`src/hw/diag_port_pkg.sv`:
```
package diag_port_pkg;
    localparam logic [3:0] PORT_BUF_LO   = 4'h0;
    localparam logic [3:0] PORT_BUF_HI   = 4'h1;
    localparam logic [3:0] PORT_STATE    = 4'h2;
    localparam logic [3:0] PORT_STATUS   = 4'h3;
    localparam logic [3:0] PORT_MODE     = 4'h4;
    localparam logic [3:0] PORT_INIT     = 4'h5;
    localparam logic [3:0] PORT_SPARE6   = 4'h6;
    localparam logic [3:0] PORT_SPARE7   = 4'h7;
    localparam logic [3:0] PORT_SPARE8   = 4'h8;
    localparam int         PORT_COUNT    = 9;
    // mode control fields
    localparam int         MODE_ECHO_BIT = 0;
    localparam int         MODE_PASS_BIT = 1;
    // init control fields
    localparam int         INIT_START_BIT  = 0;
    localparam int         INIT_CENTRAL_BIT = 1;
    localparam int         INIT_RETURN_BIT = 2;
    // status port fields
    localparam int         STAT_ERR_BIT   = 0;
    localparam int         STAT_ALARM_BIT = 1;
    localparam int         STAT_INIT_BIT  = 2;
    localparam logic [7:0] RESET_BYTE     = 8'h00;
    localparam logic [15:0] RESET_WORD    = 16'h0000;
    localparam logic [7:0] SPARE_READ     = 8'h00;
    // step pulse states
    typedef enum logic [1:0] {
        STEP_IDLE  = 2'b00,
        STEP_HIGH  = 2'b01,
        STEP_WAIT  = 2'b10
    } step_state_t;
endpackage

```
`src/hw/capture_reg.sv`:
```
`timescale 1ns/100ps
module capture_reg
    import diag_port_pkg::*;
#(
    parameter int WIDTH = 16
) (
    // clock and reset
    input  wire logic             clk,
    input  wire logic             rst_b,
    // load side
    input  wire logic             load,
    input  wire logic [WIDTH-1:0] din,
    // stored word
    output logic      [WIDTH-1:0] dout
);
    logic [WIDTH-1:0] word_ff;

    always_ff @(posedge clk or negedge rst_b) begin
        if (!rst_b) begin
            word_ff <= '0;
        end else if (load) begin
            word_ff <= din;
        end
    end

    assign dout = word_ff;
endmodule

```
`src/hw/interface_board_diag_ports.sv`:
```
`timescale 1ns/100ps
// Summary of operation
// RULE1: nine byte ports, six of them used
// RULE2: port0 low, port1 high buffer byte
// RULE3: buffer ports active only in pass
// RULE4: port2 low nibble shows machine state
// RULE5: port2 high nibble shows access kind
// RULE6: port3 shows error, alarm, init
// RULE7: port4 selects echo and pass
// RULE8: port5 start, central init, return mode
// RULE9: pass disables chip, stops board clock
// RULE10: each port1 access in pass gives one pulse
// RULE11: pass combines with echo and return
// RULE12: host uses pass only for diagnostics
// RULE13: echo disables link cable drivers
// RULE14: echo captures outgoing word in registers
// RULE15: echo answers reads from capture
// RULE16: return mode disables central bus drivers
// RULE17: return mode stepped in pass, else free
// RULE18: modes cleared at reset, held until written
module interface_board_diag_ports
    import diag_port_pkg::*;
(
    // clock and reset
    input  wire logic        clk,
    input  wire logic        rst_b,
    // host port access
    input  wire logic [3:0]  port_addr,
    input  wire logic        port_rd,
    input  wire logic        port_wr,
    input  wire logic [7:0]  port_wdata,
    output logic      [7:0]  port_rdata_ff,
    // interface processor observation
    input  wire logic [3:0]  ip_state,
    input  wire logic        ip_access_write,
    input  wire logic [2:0]  ip_access_len,
    input  wire logic        link_error,
    input  wire logic        link_alarm,
    input  wire logic        link_init,
    // outgoing link word from the processor path
    input  wire logic        ip_out_valid,
    input  wire logic [15:0] ip_out_word,
    // word from memory subsystem
    input  wire logic [15:0] link_in_word,
    // board controls
    output logic             ip_chip_en_ff,
    output logic             board_clk_run_ff,
    output logic             board_clk_step_ff,
    output logic             cable_drv_en_ff,
    output logic             central_bus_drv_en_ff,
    output logic             return_mode_ff,
    output logic             board_start_ff,
    output logic             central_init_ff,
    output logic             pass_out_valid_ff,
    output logic      [15:0] pass_out_word_ff
);
    logic        echo_ff;
    logic        pass_ff;
    logic [7:0]  buf_lo_ff;
    logic [15:0] capture_q;
    logic        capture_load;
    logic [15:0] capture_din;
    logic [15:0] rd_word;
    logic [7:0]  nxt_rdata;
    logic        buf_hi_hit;
    step_state_t step_ff;

    assign buf_hi_hit = (port_rd || port_wr) && (port_addr == PORT_BUF_HI);

    // mode selections
    always_ff @(posedge clk or negedge rst_b) begin
        if (!rst_b) begin
            echo_ff <= 1'b0; // RULE18
            pass_ff <= 1'b0; // RULE18
        end else if (port_wr && port_addr == PORT_MODE) begin
            echo_ff <= port_wdata[MODE_ECHO_BIT]; // RULE7 RULE11
            pass_ff <= port_wdata[MODE_PASS_BIT]; // RULE7 RULE11
        end
    end

    // initialization control
    always_ff @(posedge clk or negedge rst_b) begin
        if (!rst_b) begin
            board_start_ff  <= 1'b0; // RULE18
            central_init_ff <= 1'b0;
            return_mode_ff  <= 1'b0;
        end else if (port_wr && port_addr == PORT_INIT) begin
            board_start_ff  <= port_wdata[INIT_START_BIT]; // RULE8
            central_init_ff <= port_wdata[INIT_CENTRAL_BIT]; // RULE8
            return_mode_ff  <= port_wdata[INIT_RETURN_BIT]; // RULE8
        end
    end

    // derived board controls
    always_ff @(posedge clk or negedge rst_b) begin
        if (!rst_b) begin
            ip_chip_en_ff         <= 1'b1;
            board_clk_run_ff      <= 1'b1;
            cable_drv_en_ff       <= 1'b1;
            central_bus_drv_en_ff <= 1'b1;
        end else begin
            ip_chip_en_ff         <= !pass_ff; // RULE9
            board_clk_run_ff      <= !pass_ff; // RULE9 RULE17
            cable_drv_en_ff       <= !echo_ff; // RULE13
            central_bus_drv_en_ff <= !return_mode_ff; // RULE16
        end
    end

    // link buffer bytes, host writable only in pass
    always_ff @(posedge clk or negedge rst_b) begin
        if (!rst_b) begin
            buf_lo_ff <= RESET_BYTE;
        end else if (pass_ff && port_wr && port_addr == PORT_BUF_LO) begin
            buf_lo_ff <= port_wdata; // RULE2 RULE3
        end
    end

    // one board clock pulse per port1 access in pass
    always_ff @(posedge clk or negedge rst_b) begin
        if (!rst_b) begin
            step_ff           <= STEP_IDLE;
            board_clk_step_ff <= 1'b0;
        end else begin
            case (step_ff)
                STEP_IDLE: begin
                    board_clk_step_ff <= 1'b0;
                    if (pass_ff && buf_hi_hit) begin
                        step_ff           <= STEP_HIGH;
                        board_clk_step_ff <= 1'b1; // RULE10 RULE17
                    end
                end
                STEP_HIGH: begin
                    board_clk_step_ff <= 1'b0;
                    step_ff           <= buf_hi_hit ? STEP_WAIT : STEP_IDLE;
                end
                STEP_WAIT: begin
                    board_clk_step_ff <= 1'b0;
                    if (!buf_hi_hit) begin
                        step_ff <= STEP_IDLE;
                    end
                end
                default: begin
                    board_clk_step_ff <= 1'b0;
                    step_ff           <= STEP_IDLE;
                end
            endcase
        end
    end

    // word driven toward the link in pass
    always_ff @(posedge clk or negedge rst_b) begin
        if (!rst_b) begin
            pass_out_valid_ff <= 1'b0;
            pass_out_word_ff  <= RESET_WORD;
        end else begin
            pass_out_valid_ff <= pass_ff && port_wr && port_addr == PORT_BUF_HI; // RULE3
            if (pass_ff && port_wr && port_addr == PORT_BUF_HI) begin
                pass_out_word_ff <= {port_wdata, buf_lo_ff};
            end
        end
    end

    // echo capture at the driver point
    always_comb begin
        capture_load = 1'b0;
        capture_din  = ip_out_word;
        if (echo_ff) begin
            if (pass_ff && port_wr && port_addr == PORT_BUF_HI) begin
                capture_load = 1'b1; // RULE14
                capture_din  = {port_wdata, buf_lo_ff};
            end else if (!pass_ff && ip_out_valid) begin
                capture_load = 1'b1; // RULE14
            end
        end
    end

    capture_reg #(
        .WIDTH (16)
    ) u_capture (
        .clk   (clk),
        .rst_b (rst_b),
        .load  (capture_load),
        .din   (capture_din),
        .dout  (capture_q)
    );

    assign rd_word = echo_ff ? capture_q : link_in_word; // RULE15

    // read multiplexer
    always_comb begin
        nxt_rdata = SPARE_READ;
        case (port_addr)
            PORT_BUF_LO: nxt_rdata = pass_ff ? rd_word[7:0] : SPARE_READ; // RULE2 RULE3 RULE15
            PORT_BUF_HI: nxt_rdata = pass_ff ? rd_word[15:8] : SPARE_READ; // RULE2 RULE3 RULE15
            PORT_STATE:  nxt_rdata = {ip_access_write, ip_access_len, ip_state}; // RULE4 RULE5
            PORT_STATUS: nxt_rdata = {5'h00, link_init, link_alarm, link_error}; // RULE6
            PORT_MODE:   nxt_rdata = {6'h00, pass_ff, echo_ff};
            PORT_INIT:   nxt_rdata = {5'h00, return_mode_ff, central_init_ff, board_start_ff};
            PORT_SPARE6: nxt_rdata = SPARE_READ; // RULE1
            PORT_SPARE7: nxt_rdata = SPARE_READ; // RULE1
            PORT_SPARE8: nxt_rdata = SPARE_READ; // RULE1
            default:     nxt_rdata = SPARE_READ;
        endcase
    end

    always_ff @(posedge clk or negedge rst_b) begin
        if (!rst_b) begin
            port_rdata_ff <= RESET_BYTE;
        end else if (port_rd) begin
            port_rdata_ff <= nxt_rdata;
        end
    end

    // host keeps pass for diagnostics only; nothing enforced here (RULE12)

    property p_mode_write;
        @(posedge clk) disable iff (!rst_b)
        port_wr && port_addr == PORT_MODE |=> pass_ff == $past(port_wdata[MODE_PASS_BIT]);
    endproperty
    a_mode_write: assert property (p_mode_write) else $error("mode write lost"); // RULE7

    property p_clk_stop;
        @(posedge clk) disable iff (!rst_b)
        pass_ff |=> !board_clk_run_ff && !ip_chip_en_ff;
    endproperty
    a_clk_stop: assert property (p_clk_stop) else $error("clock runs in pass"); // RULE9

    property p_one_pulse;
        @(posedge clk) disable iff (!rst_b)
        board_clk_step_ff |=> !board_clk_step_ff;
    endproperty
    a_one_pulse: assert property (p_one_pulse) else $error("pulse too long"); // RULE10

    property p_pulse_cause;
        @(posedge clk) disable iff (!rst_b)
        $rose(board_clk_step_ff) |-> $past(pass_ff && buf_hi_hit);
    endproperty
    a_pulse_cause: assert property (p_pulse_cause) else $error("pulse without access"); // RULE10

    property p_echo_drv;
        @(posedge clk) disable iff (!rst_b)
        echo_ff |=> !cable_drv_en_ff;
    endproperty
    a_echo_drv: assert property (p_echo_drv) else $error("drivers on in echo"); // RULE13

    property p_return_drv;
        @(posedge clk) disable iff (!rst_b)
        return_mode_ff |=> !central_bus_drv_en_ff;
    endproperty
    a_return_drv: assert property (p_return_drv) else $error("bus drivers on"); // RULE16

    property p_echo_capture;
        @(posedge clk) disable iff (!rst_b)
        echo_ff && !pass_ff && ip_out_valid |=> capture_q == $past(ip_out_word);
    endproperty
    a_echo_capture: assert property (p_echo_capture) else $error("capture missed"); // RULE14

    property p_status_read;
        @(posedge clk) disable iff (!rst_b)
        port_rd && port_addr == PORT_STATE |=> port_rdata_ff[3:0] == $past(ip_state);
    endproperty
    a_status_read: assert property (p_status_read) else $error("state read wrong"); // RULE4

    property p_buf_unused;
        @(posedge clk) disable iff (!rst_b)
        port_rd && port_addr == PORT_BUF_LO && !pass_ff |=> port_rdata_ff == SPARE_READ;
    endproperty
    a_buf_unused: assert property (p_buf_unused) else $error("buffer used outside pass"); // RULE3

    property p_pass_read;
        @(posedge clk) disable iff (!rst_b)
        pass_ff && !echo_ff && port_rd && port_addr == PORT_BUF_HI |=> port_rdata_ff == $past(link_in_word[15:8]);
    endproperty
    a_pass_read: assert property (p_pass_read) else $error("memory word not returned"); // RULE15

    property p_echo_read;
        @(posedge clk) disable iff (!rst_b)
        pass_ff && echo_ff && port_rd && port_addr == PORT_BUF_LO |=> port_rdata_ff == $past(capture_q[7:0]);
    endproperty
    a_echo_read: assert property (p_echo_read) else $error("capture not returned"); // RULE15

    property p_status_port;
        @(posedge clk) disable iff (!rst_b)
        port_rd && port_addr == PORT_STATUS
            |=> port_rdata_ff == {5'h00, $past(link_init), $past(link_alarm), $past(link_error)};
    endproperty
    a_status_port: assert property (p_status_port) else $error("status read wrong"); // RULE6

    property p_access_read;
        @(posedge clk) disable iff (!rst_b)
        port_rd && port_addr == PORT_STATE |=> port_rdata_ff[7:4] == {$past(ip_access_write), $past(ip_access_len)};
    endproperty
    a_access_read: assert property (p_access_read) else $error("access kind read wrong"); // RULE5

    property p_buf_refused;
        @(posedge clk) disable iff (!rst_b)
        !pass_ff && port_wr && port_addr == PORT_BUF_LO |=> $stable(buf_lo_ff);
    endproperty
    a_buf_refused: assert property (p_buf_refused) else $error("buffer written outside pass"); // RULE3

    property p_pass_word;
        @(posedge clk) disable iff (!rst_b)
        pass_ff && port_wr && port_addr == PORT_BUF_HI
            |=> pass_out_valid_ff && pass_out_word_ff == {$past(port_wdata), $past(buf_lo_ff)};
    endproperty
    a_pass_word: assert property (p_pass_word) else $error("pass word wrong"); // RULE2

    property p_no_step;
        @(posedge clk) disable iff (!rst_b)
        !pass_ff |=> !board_clk_step_ff;
    endproperty
    a_no_step: assert property (p_no_step) else $error("pulse outside pass"); // RULE10

    property p_mode_hold;
        @(posedge clk) disable iff (!rst_b)
        !(port_wr && port_addr == PORT_MODE) |=> $stable(pass_ff) && $stable(echo_ff);
    endproperty
    a_mode_hold: assert property (p_mode_hold) else $error("mode changed unwritten"); // RULE18

    property p_init_hold;
        @(posedge clk) disable iff (!rst_b)
        !(port_wr && port_addr == PORT_INIT)
            |=> $stable(return_mode_ff) && $stable(board_start_ff) && $stable(central_init_ff);
    endproperty
    a_init_hold: assert property (p_init_hold) else $error("init bits changed unwritten"); // RULE18

    property p_init_write;
        @(posedge clk) disable iff (!rst_b)
        port_wr && port_addr == PORT_INIT |=> return_mode_ff == $past(port_wdata[INIT_RETURN_BIT])
            && central_init_ff == $past(port_wdata[INIT_CENTRAL_BIT]);
    endproperty
    a_init_write: assert property (p_init_write) else $error("init write lost"); // RULE8

    property p_spare_read;
        @(posedge clk) disable iff (!rst_b)
        port_rd && port_addr > PORT_INIT |=> port_rdata_ff == SPARE_READ;
    endproperty
    a_spare_read: assert property (p_spare_read) else $error("spare port not zero"); // RULE1

    property p_free_run;
        @(posedge clk) disable iff (!rst_b)
        !pass_ff |=> board_clk_run_ff && ip_chip_en_ff;
    endproperty
    a_free_run: assert property (p_free_run) else $error("clock stopped outside pass"); // RULE17

    property p_echo_pass_capture;
        @(posedge clk) disable iff (!rst_b)
        echo_ff && pass_ff && port_wr && port_addr == PORT_BUF_HI
            |=> capture_q == {$past(port_wdata), $past(buf_lo_ff)};
    endproperty
    a_echo_pass_capture: assert property (p_echo_pass_capture) else $error("pass capture missed"); // RULE14

    c_step: cover property (@(posedge clk) disable iff (!rst_b) board_clk_step_ff);
    c_pass_read: cover property (@(posedge clk) disable iff (!rst_b) pass_ff && !echo_ff && port_rd && buf_hi_hit);
    c_refused: cover property (@(posedge clk) disable iff (!rst_b) !pass_ff && port_wr && port_addr == PORT_BUF_LO);
    c_echo: cover property (@(posedge clk) disable iff (!rst_b) echo_ff && pass_ff);
    c_return: cover property (@(posedge clk) disable iff (!rst_b) return_mode_ff && !pass_ff);
endmodule

```
`config.mk`:
```
export PLATFORM = sky130hd
export DESIGN_NAME = interface_board_diag_ports
export DESIGN_NICKNAME = d
export VERILOG_FILES = /design/src/hw/diag_port_pkg.sv /design/src/hw/capture_reg.sv /design/src/hw/interface_board_diag_ports.sv
export SDC_FILE = /design/constraint.sdc
export NUM_CORES = 1
export LEC_CHECK = 0
export ABC_AREA = 0
export BUFFER_PORTS_ARGS = -buffer_cell sky130_fd_sc_hd__buf_2
export CAP_MARGIN = 40
export CORE_ASPECT_RATIO = 0.75
export CORE_UTILIZATION = 40
export DETAILED_ROUTE_END_ITERATION = 10
export PLACE_DENSITY = 0.64
export SYNTH_ARGS = -nofsm -noshare
export SYNTH_HDL_FRONTEND = slang
export SYNTH_SLANG_ARGS = --single-unit
export TNS_END_PERCENT = 100
```
`constraint.sdc`:
```
create_clock -name clk -period 1.6 [get_ports clk]
set_input_delay 0.48 -clock clk [delete_from_list [all_inputs] [get_ports clk]]
set_output_delay 0.48 -clock clk [all_outputs]
set_load 0.03 [all_outputs]
```
==> out/results.ini <==
[status]
status = finished, final reports clean

[clock_tree]
cts_setup_buffers = 0
cts.sinks = 60
cts_max_path_buffers = 2
tritoncts = done
htree_levels = 3
clock_latency_ps = 340
cts_buffers = 9
cts_resized = 0
root_buffer = clkbuf_8
clk_pin_slew_ps = 70
ctsHoldBuffers = 0

[final_layout]
multi_input_area_um2 = 1300
finalInstanceArea_um2 = 3860
diodes = 0
seqCellArea_um2 = 1510
final_cell_mix = buf_2, dfrtp_1, mux2_2
fillCellCount = 607
area_growth_pct = 34.8
final_common_cell = buf_2
drive_above_1_share_pct = 58.6
nets = 393

[detailed_routing]
drtPass1Iterations = 4
wl_um = 7110
drt_iter0_drc = 91
wire_per_inst_um = 16.3
vias = 2172
ant_nets = 0
drc = 0
via_per_inst = 4.98

[logic_synthesis]
synth_simple_gate_area_share_pct = 9.30
synth_top_cell_by_area = dfrtp_1
synth_area_leaders = dfrtp_1, mux2_2, mux2i_1, a221o_1, dfstp_2
ys_warn_count = 0
syn-cell-area_um2 = 2870
ys_seq_area_share_pct = 52.5
synth_compound_area_share_pct = 8.64
synthCells = 215
ys_types = 32
ys_ff_latch = 60
muxShareOfSynthArea_pct = 26.0
avgSynthCellArea_um2 = 13.3
synth_fa_ha_area_share_pct = 0
syn-num-nets = 275
synth_top_family_by_area = multiplexers
synth_top_cell_area_share_pct = 49.8
synth-xor-area-share_pct = 0.306

[floorplanning]
core_um2 = 6860
die_area_um2 = 7510
die_h_um = 75.3
io_pins = 93
initial_core_util_pct = 41.8
die_w_um = 99.8
num_rows = 26

[critical_path]
critical_path_class = in -> reg
r2r.worst_path.cells = 5
endpoint_kind = flop
crit_fanout = 8
max_stage_delay_ps = 580
crit_path_cell_trace = buf_2 -> or4_4 -> nor2_8 -> mux2_2
worst_ep_arrival_time_ps = 1770
crit_required_ps = 1810
cp_slowest_cell = or4_4
start_kind = primary input

[global_routing]
first_global_vias = 2147
grt_overflow = 0
grt.total_usage_pct = 20.6
grt_pass1_wl_um = 11300
antenna_found_initial = 0
grt_max_degree = 61

[power]
p_leak_nw = 1.98
power_w = 0.00481
vdd_drop_max_mv = 0.694
powerDensity_nw_per_um2 = 1240

[placed_design]
io_buffers = 92
dpl_cell_area_um2 = 3650
detailed_place_hpwl_um = 5330
place.gp.congestion = 0.831

[timing]
rsz0062_at_grt = false
worst_pin_slew_ps = 448
hold_violations = 0
timing.fmax_mhz = 642
fin_skew_ps = 9.48
setup_viol = 0
fin_setup_tns_ps = 0
final_max_slew_viol_count = 0
min_period_over_period_pct = 97.3
slew_headroom_pct = 69.8
holdWs_ps = 136
fin_crit_ps = 1560

[run]
max_cap_violations = 0

[hold_path]
min_path_type = in -> async

[flip-flops by register name, indices dropped and copies added, names as in the netlist]
| register | cells |
|---|---|
| pass_out_word_ff | 16 |
| u_capture.dout | 16 |
| buf_lo_ff | 8 |
| port_rdata_ff | 8 |
| step_ff | 2 |
| board_clk_run_ff | 1 |
| board_clk_step_ff | 1 |
| board_start_ff | 1 |
| cable_drv_en_ff | 1 |
| central_bus_drv_en_ff | 1 |
| central_init_ff | 1 |
| echo_ff | 1 |
| pass_ff | 1 |
| pass_out_valid_ff | 1 |
| return_mode_ff | 1 |
[layer usage]
metal	GRT usage [%]	routed length [um]
met5	0	0
met4	3.92	19
met3	6.79	385
met2	30.3	3040
met1	30.1	3670
[cell families after synthesis]
group | count (synthesis)
compound gates | 29
xor+xnor | 1
buf+inv | 19
flops | 60
mux | 68
simple gates | 38
[synthesized netlist by cell type (all sizes together)]
| library cell | instances |
|---|---|
| nand4b | 1 |
| o311ai | 1 |
| dfrtp | 57 |
| nor3 | 1 |
| a31oi | 1 |
| o22ai | 8 |
| buf | 10 |
| nor2b | 7 |
| nand2 | 2 |
| clkbuf | 4 |
| and2b | 1 |
| nor4 | 2 |
| dfstp | 3 |
| nand3b | 1 |
| nor4bb | 2 |
| and3b | 2 |
| a221o | 14 |
| or4 | 1 |
| or4b | 1 |
| inv | 5 |
| o21bai | 1 |
| and2 | 8 |
| nand3 | 2 |
| nor3b | 1 |
| xnor2 | 1 |
| a22o | 4 |
| nor2 | 3 |
| and3 | 3 |
| mux2i | 17 |
| mux2 | 51 |
[power breakdown]
group / total [W] / switching, W / internal, W
Sequential: 0.00209 / 0.000208 / 0.00188
Combinational: 0.00134 / 0.000648 / 0.000693
Clock: 0.00138 / 0.000584 / 0.000793
[metrics by stage]
stage	instances	util (%)	setup WS (ps)
floorplan	215	-	-139
global placement	420	53.2	-265
detailed placement	420	53.2	-288
CTS	436	56.2	26.2
global route	436	56.3	24.8
finish	436	56.3	43.5
[area by class of cell]
cell class              instances  share of cell area (%)
flip-flops and latches         60                    38.9
multi-input cells             136                    33.7
repair buffers                121                    18.5
clock buffers                  11                    3.92
well taps                      98                    3.17
clock inverters                 5                    1.29
inverters                       5                   0.486
[critical path: cells and delay by family]
kind                   cells  cell delay, ps
buffers and inverters      1             130
multiplexers               1             360
AND/OR/NAND/NOR            2             790
[final timing paths]
kind | startpoint | end | slack (ps)
min in group clk | ip_access_len[0] | port_rdata_ff[4] | 380
max in group asynchronous | rst_b | central_bus_drv_en_ff | 1140
worst min register to register | return_mode_ff | central_bus_drv_en_ff | 460
worst max-delay path | port_addr[1] | buf_lo_ff[3] | 40
worst max register to register | pass_ff | u_capture.dout[6] | 80
worst min-delay path | rst_b | pass_out_valid_ff | 140
Power figures use the tool's default switching activity.
